### src/core/atc_pkg.sv
// Constants, types and register map of the auxiliary converter control block
package atc_pkg;
    localparam logic [5:0] ATC_IDX_CFG     = 6'h0f;
    localparam logic [5:0] ATC_IDX_OFFS    = 6'h10;
    localparam logic [5:0] ATC_IDX_RESULT  = 6'h11;
    localparam logic [5:0] ATC_IDX_CAL     = 6'h12;
    localparam logic [5:0] ATC_IDX_TVOFFS  = 6'h13;
    localparam logic [5:0] ATC_IDX_STATUS  = 6'h20;
    localparam logic [5:0] ATC_IDX_MASK    = 6'h21;

    localparam int ATC_CFG_START = 7;
    localparam int ATC_SEL_LSB   = 4;
    localparam int ATC_REF_LSB   = 2;
    localparam int ATC_GAIN_LSB  = 0;
    localparam int ATC_OFFS_SIGN = 3;
    localparam int ATC_RANGE_LSB = 6;
    localparam int ATC_CAL_OFFS  = 5;
    localparam int ATC_CAL_TRIM  = 4;
    localparam int ATC_TRIM_LSB  = 0;
    localparam int ATC_ST_DONE   = 0;

    localparam logic [6:0] ATC_RST_CFG    = 7'h00;
    localparam logic [3:0] ATC_RST_OFFS   = 4'h0;
    localparam logic [7:0] ATC_RST_RESULT = 8'h00;
    localparam logic [7:0] ATC_RST_CAL    = 8'h20;
    localparam logic [7:0] ATC_RST_TVOFFS = 8'h00;
    localparam logic [0:0] ATC_RST_STATUS = 1'h0;
    localparam logic [0:0] ATC_RST_MASK   = 1'h0;

    typedef enum logic [2:0] {
        ATC_SRC_TEMP  = 3'b000,
        ATC_SRC_GPIO0 = 3'b001,
        ATC_SRC_GPIO1 = 3'b010,
        ATC_SRC_GPIO2 = 3'b011,
        ATC_SRC_D01   = 3'b100,
        ATC_SRC_D12   = 3'b101,
        ATC_SRC_D02   = 3'b110,
        ATC_SRC_GND   = 3'b111
    } atc_src_e;

    typedef enum logic [1:0] {
        ATC_ST_IDLE  = 2'b00,
        ATC_ST_START = 2'b01,
        ATC_ST_CONV  = 2'b10
    } atc_state_e;

    typedef struct packed {
        atc_src_e   src;
        logic       diff_mode;
        logic       ref_bandgap;
        logic       ref_third;
        logic       ref_half;
        logic       fs_coef_high;
        logic [1:0] gain;
        logic [2:0] offs_mag;
        logic       offs_neg;
        logic [1:0] ts_range;
        logic       ts_celsius;
        logic       ts_trim_en;
        logic [3:0] ts_trim;
    } atc_ana_s;
endpackage

### src/core/atc_ctrl.sv
// APB register file, conversion sequencer and result logic of the auxiliary converter
`timescale 1ns/1ns
module atc_ctrl (
    input  wire logic              pclk,
    input  wire logic              presetn,
    input  wire logic              psel,
    input  wire logic              penable,
    input  wire logic              pwrite,
    input  wire logic [7:0]        paddr,
    input  wire logic [31:0]       pwdata,
    output logic      [31:0]       prdata,
    output logic                   pready,
    output logic                   pslverr,
    output atc_pkg::atc_ana_s      ana,
    output logic                   ana_start,
    input  wire logic              ana_done,
    input  wire logic [7:0]        ana_code,
    output logic                   irq
);
    atc_pkg::atc_state_e state;
    atc_pkg::atc_state_e next_state;
    atc_pkg::atc_ana_s   next_ana;
    logic [6:0]          cfg;
    logic [3:0]          offs;
    logic [7:0]          result;
    logic [7:0]          cal;
    logic [7:0]          tvoffs;
    logic                done;
    logic [0:0]          status;
    logic [0:0]          mask;
    logic [31:0]         next_prdata;
    logic [7:0]          next_result;

    // Address decode, one aligned word per register
    wire        setup      = psel & ~penable;
    wire        wr_cycle   = psel & penable & pwrite;
    wire        aligned    = (paddr[1:0] == 2'b00);
    wire [5:0]  idx        = paddr[7:2];
    wire        hit_cfg    = aligned & (idx == atc_pkg::ATC_IDX_CFG);
    wire        hit_offs   = aligned & (idx == atc_pkg::ATC_IDX_OFFS);
    wire        hit_result = aligned & (idx == atc_pkg::ATC_IDX_RESULT);
    wire        hit_cal    = aligned & (idx == atc_pkg::ATC_IDX_CAL);
    wire        hit_tvoffs = aligned & (idx == atc_pkg::ATC_IDX_TVOFFS);
    wire        hit_status = aligned & (idx == atc_pkg::ATC_IDX_STATUS);
    wire        hit_mask   = aligned & (idx == atc_pkg::ATC_IDX_MASK);
    wire        hit_any    = hit_cfg | hit_offs | hit_result | hit_cal | hit_tvoffs
                             | hit_status | hit_mask;
    // Result is read-only, so a write to it is refused as well
    wire        bad_access = ~hit_any | (pwrite & hit_result);

    wire        wr_cfg     = wr_cycle & hit_cfg;
    wire        wr_offs    = wr_cycle & hit_offs;
    wire        wr_cal     = wr_cycle & hit_cal;
    wire        wr_tvoffs  = wr_cycle & hit_tvoffs;
    wire        wr_status  = wr_cycle & hit_status;
    wire        wr_mask    = wr_cycle & hit_mask;

    // A start while busy is dropped: the running conversion keeps its settings
    wire        start_req  = wr_cfg & pwdata[atc_pkg::ATC_CFG_START];
    wire        start_ok   = start_req & (state == atc_pkg::ATC_ST_IDLE);
    wire        conv_end   = (state == atc_pkg::ATC_ST_CONV) & ana_done;

    // Settings taken for the conversion: fresh write data wins over the old register
    wire [6:0]  cfg_use    = wr_cfg ? pwdata[6:0] : cfg;
    wire [2:0]  sel_use    = cfg_use[atc_pkg::ATC_SEL_LSB +: 3];
    wire [1:0]  ref_use    = cfg_use[atc_pkg::ATC_REF_LSB +: 2];
    wire [1:0]  gain_use   = cfg_use[atc_pkg::ATC_GAIN_LSB +: 2];
    wire [3:0]  offs_use   = wr_offs ? pwdata[3:0] : offs;
    wire [7:0]  cal_use    = wr_cal ? pwdata[7:0] : cal;

    // Temperature result with signed offset, saturated to the code range
    wire [9:0]  temp_sum   = {2'b00, ana_code} + {{2{tvoffs[7]}}, tvoffs};
    wire [7:0]  temp_sat   = temp_sum[9] ? 8'h00 : (temp_sum[8] ? 8'hff : temp_sum[7:0]);
    wire        is_temp    = (ana.src == atc_pkg::ATC_SRC_TEMP);

    always_comb begin
        next_result = is_temp ? temp_sat : ana_code;
    end

    always_comb begin
        next_ana              = ana;
        next_ana.src          = atc_pkg::atc_src_e'(sel_use);
        next_ana.diff_mode    = sel_use[2] & (sel_use != atc_pkg::ATC_SRC_GND);
        next_ana.ref_bandgap  = ~ref_use[1];
        next_ana.ref_third    = (ref_use == 2'b10);
        next_ana.ref_half     = (ref_use == 2'b11);
        next_ana.fs_coef_high = ref_use[0];
        next_ana.gain         = gain_use;
        next_ana.offs_mag     = offs_use[2:0];
        next_ana.offs_neg     = offs_use[atc_pkg::ATC_OFFS_SIGN];
        next_ana.ts_range     = cal_use[atc_pkg::ATC_RANGE_LSB +: 2];
        next_ana.ts_celsius   = cal_use[atc_pkg::ATC_CAL_OFFS];
        next_ana.ts_trim_en   = cal_use[atc_pkg::ATC_CAL_TRIM];
        next_ana.ts_trim      = cal_use[atc_pkg::ATC_TRIM_LSB +: 4];
    end

    always_comb begin
        case (state)
            atc_pkg::ATC_ST_IDLE: begin
                next_state = start_ok ? atc_pkg::ATC_ST_START : atc_pkg::ATC_ST_IDLE;
            end
            atc_pkg::ATC_ST_START: begin
                next_state = atc_pkg::ATC_ST_CONV;
            end
            atc_pkg::ATC_ST_CONV: begin
                next_state = ana_done ? atc_pkg::ATC_ST_IDLE : atc_pkg::ATC_ST_CONV;
            end
            default: begin
                next_state = atc_pkg::ATC_ST_IDLE;
            end
        endcase
    end

    always_comb begin
        next_prdata = 32'h0000_0000;
        if (hit_cfg) begin
            next_prdata[7:0] = {done, cfg};
        end
        if (hit_offs) begin
            next_prdata[3:0] = offs;
        end
        if (hit_result) begin
            next_prdata[7:0] = result;
        end
        if (hit_cal) begin
            next_prdata[7:0] = cal;
        end
        if (hit_tvoffs) begin
            next_prdata[7:0] = tvoffs;
        end
        if (hit_status) begin
            next_prdata[0] = status[0];
        end
        if (hit_mask) begin
            next_prdata[0] = mask[0];
        end
    end

    // Read data and error are registered in the setup cycle, so no wait state is needed
    assign pready    = 1'b1;
    assign ana_start = (state == atc_pkg::ATC_ST_START);
    assign irq       = |(status & mask);

    always_ff @(posedge pclk or negedge presetn) begin
        if (!presetn) begin
            prdata  <= 32'h0000_0000;
            pslverr <= 1'b0;
        end else if (setup) begin
            prdata  <= pwrite ? 32'h0000_0000 : next_prdata;
            pslverr <= bad_access;
        end
    end

    always_ff @(posedge pclk or negedge presetn) begin
        if (!presetn) begin
            cfg    <= atc_pkg::ATC_RST_CFG;
            offs   <= atc_pkg::ATC_RST_OFFS;
            cal    <= atc_pkg::ATC_RST_CAL;
            tvoffs <= atc_pkg::ATC_RST_TVOFFS;
            mask   <= atc_pkg::ATC_RST_MASK;
        end else begin
            cfg    <= cfg_use;
            offs   <= offs_use;
            cal    <= cal_use;
            tvoffs <= wr_tvoffs ? pwdata[7:0] : tvoffs;
            mask   <= wr_mask ? pwdata[0:0] : mask;
        end
    end

    always_ff @(posedge pclk or negedge presetn) begin
        if (!presetn) begin
            state <= atc_pkg::ATC_ST_IDLE;
            ana   <= '0;
        end else begin
            state <= next_state;
            if (start_ok) begin
                ana <= next_ana;
            end
        end
    end

    always_ff @(posedge pclk or negedge presetn) begin
        if (!presetn) begin
            done   <= 1'b0;
            result <= atc_pkg::ATC_RST_RESULT;
        end else if (conv_end) begin
            done   <= 1'b1;
            result <= next_result;
        end else if (start_ok) begin
            done   <= 1'b0;
        end
    end

    // Completion event wins over a same-cycle clear by write-one
    always_ff @(posedge pclk or negedge presetn) begin
        if (!presetn) begin
            status <= atc_pkg::ATC_RST_STATUS;
        end else if (conv_end) begin
            status[atc_pkg::ATC_ST_DONE] <= 1'b1;
        end else if (wr_status & pwdata[atc_pkg::ATC_ST_DONE]) begin
            status[atc_pkg::ATC_ST_DONE] <= 1'b0;
        end
    end
endmodule

### config.mk
export PLATFORM = sky130hd
export DESIGN_NAME = atc_ctrl
export DESIGN_NICKNAME = d
export VERILOG_FILES = /design/src/core/atc_pkg.sv /design/src/core/atc_ctrl.sv
export SDC_FILE = /design/constraint.sdc
export NUM_CORES = 1
export LEC_CHECK = 0
export BUFFER_PORTS_ARGS = -buffer_cell sky130_fd_sc_hd__buf_4
export CORE_MARGIN = 4
export CORE_UTILIZATION = 56
export DETAILED_ROUTE_END_ITERATION = 8
export PLACE_DENSITY = 0.88
export SYNTH_ARGS = -nofsm -noshare
export SYNTH_HDL_FRONTEND = slang
export SYNTH_SLANG_ARGS = --single-unit
### constraint.sdc
create_clock -name pclk -period 5.25 [get_ports pclk]
set_input_delay 0.525 -clock pclk [delete_from_list [all_inputs] [get_ports pclk]]
set_output_delay 0.525 -clock pclk [all_outputs]
set_load 0.02 [all_outputs]
==> qor.yml <==
sta:
  min_period_over_period_pct: 56.10
  fin_worst_skew_ps: 11.17
  slew_violations: 0
  fmax_ghz: 0.3395
  timing.hold.ws_ps: 300.5
  setup_viol: 0
  rsz0062_at_grt: "false"
  maxSlewHeadroom_pct: 28.71
  finalSetupTns_ps: 0
  fin_crit_ps: 2945
  tightest_slew_ps: 1069
  hold_violations: 0
routing:
  route.detailed.vias_per_inst: 5.816
  wl_met1_mm: 3.722
  vias: 2966
  first_iter_violations: 144
  drt_wl_total_mm: 8.650
  wl_met2_mm: 4.162
  wl_per_cell_um: 16.96
  top_layer_used: "met4"
  drtAntennaViolNets: 0
  met3RoutedLength_um: 661
  drc: 0
  drtPass1Iterations: 4
cts:
  h-tree-depth: 3
  cts_tree: "yes"
  clk_pin_slew_ps: 70
  clk_path_buf_depth: 2
  insertion_delay_ps: 350
  cts_resized: 0
  cts_setup_buffers: 0
  cts_root_buf: "clkbuf_8"
  cts.sinks: 71
  cts_buffers: 9
  cts_hold_buffers: 0
power:
  p_per_area_nw_per_um2: 243.5
  vdd_drop_max_mv: 0.1662
  power.leakage_nw: 2.250
run_status:
  status: "complete, no violations"
synthesis:
  synth_edf_count: 0
  synth_top_cells_by_area: "dfrtp_1 (46%), mux2_2 (8.6%), nand2_1 (7.0%)"
  synth.avg_cell_area_um2: 10.20
  yosys_register_bits: 71
  ys_seq_area_share_pct: 46.99
  netlist_instances: 371
  yosys.area.top_type: "dfrtp_1"
  ys.flop_type: "dfrtp_1"
  synth_top_area_share_pct: 46.30
  synth.distinct_cells: 56
  synthArstFlopShare_pct: 100.0
  ys_warn_count: 0
  syn_area_um2: 3784
floorplanning:
  num_rows: 29
  io_pins: 112
  die_w_um: 90.20
  die_y_um: 90.20
  initial_utilization_pct: 58.58
  fp.coreArea_um2: 6459
  dieArea_um2: 8135
grt:
  grt_pass1_vias: 3061
  grt_max_degree: 72
  grt_pass1_wl_mm: 14.70
  grtUsageTotal_pct: 22.13
  overflow: 0
  grt_antenna_before_repair: 0
critical_path:
  critical_path_arrival_ps: 3180
  required_ps: 5480
  reg2regPathDepth: 8
  worst-path-max-fanout: 27
  startpoint: "paddr[2]"
  cp-start-kind: "primary input"
  critPathKind: "in -> reg"
  worstReg2RegEnd: "result[2]$_DFFE_PN0P_"
  critPathCapture: "ana[20]$_DFFE_PN0P_"
  end_kind: "register"
  reg2reg_slack_ps: 2480
  timing.rr.start: "tvoffs[0]$_DFFE_PN0P_"
layout:
  final_util_pct: 67.22
  area_growth_pct: 14.75
  multi_input_comb_area_um2: 1770
  nFillCells: 501
  register_area_um2: 1778
  nets: 492
  drive_gt1_share_pct: 26.56
  diodes: 0
  fin_area_um2: 4342
placement:
  hpwl_mm: 6.307
  finalWeightedCongestion: 0.9567
  port_buffers: 62
  place_area_um2: 4156
worst_hold_path:
  hold_path_class: "in -> async"
job:
  cap_violations: 0
-- state kept, by name, summed over array words and instances, names as in the netlist --
register / count
result: 8
tvoffs: 8
mask: 1
state: 2
pslverr: 1
status: 1
cal: 8
done: 1
prdata: 8
ana: 22
cfg: 7
offs: 4
-- cell usage after synthesis, types with 3 or more instances --
master and n:
o21ai_1 3, o21ai_0 28, a21oi_1 15, nand2b_1 3, ha_1 9, clkbuf_1 8, a22o_1 3, mux2_2 29
nor2b_1 5, a22oi_1 7, xor2_1 4, nand2_1 71, nor2_1 9, dfrtp_1 70, inv_1 8, buf_4 27
nor3_1 3, and3_1 5, nand3_1 7, a221o_1 8
-- cell usage in the layout, fill, tap and decap left out, types with 7 or more instances in the layout --
cell type,netlist,layout
nand2_1,71,71
dfrtp_1,70,70
buf_4,27,62
mux2_2,29,29
o21ai_0,28,28
conb_1,2,25
a21oi_1,15,15
clkbuf_8,0,11
nor2_1,9,9
ha_1,9,9
inv_1,8,8
a221o_1,8,8
nand3_1,7,7
a22oi_1,7,7
-- per-stage QoR --
step	std cells	worst slack [ps]	total power, mW
3_3_place_gp	494	1978	0.6538
4_1_cts	510	2315	1.058
2_1_floorplan	394	2777	0.6276
5_1_grt	510	2106	1.093
3_5_place_dp	494	1958	0.6572
6_report	510	2305	1.057
-- area by class of cell --
class	instances	area share, %
multi-input combinational	275	40.78
clock inverter	4	0.6916
timing repair buffer	62	10.72
tap	77	2.219
inverter	9	1.066
clock buffer	12	3.573
sequential	71	40.95
-- logic make-up (layout without fill, tap and decap cells) --
group	count (synthesis)	in the layout	synth area share (%)
AO/OA/AOI/OAI	80	80	13.79
XOR/XNOR	5	5	1.157
adder cells (fa/ha/maj)	10	10	3.505
buffers and inverters	48	87	8.498
flip-flops	71	71	46.99
multiplexers	33	33	9.755
other	2	25	0.1985
AND/OR/NAND/NOR	122	122	16.10
-- metal layers --
metal  vias up  GRT usage [%]
li1       1379              -
met1      1452          29.03
met2       119          35.59
met3        16          6.845
met4         0          6.250
met5         -              0
-- report_power, final --
group	switching (mW)	internal, mW	total [mW]
Combinational	0.0618	0.0300	0.0919
Clock	0.210	0.199	0.410
Sequential	0.00385	0.552	0.556
-- worst max-delay path: stages --
cell and delay [ps]:
buf_4 200, nand3_2 120, nor3_4 400, nand4_4 280, or4b_1 1040, clkinv_8 260
mux2_1 330
-- how the worst min path moves through the flow --
stage / start / to / slack [ps] / cells after the start
3_3_place_gp: done$_DFFE_PN0P_ / done$_DFFE_PN0P_ / 460 / 2
5_1_grt: presetn / ana[1]$_DFFE_PN0P_ / 370 / 1
3_5_place_dp: ana[5]$_DFFE_PN0P_ / ana[5]$_DFFE_PN0P_ / 460 / 2
2_1_floorplan: presetn / ana[0]$_DFFE_PN0P_ / 230 / 0
4_1_cts: presetn / ana[13]$_DFFE_PN0P_ / 330 / 1
6_report: presetn / ana[1]$_DFFE_PN0P_ / 300 / 1
(Power assumes the default switching activity.)
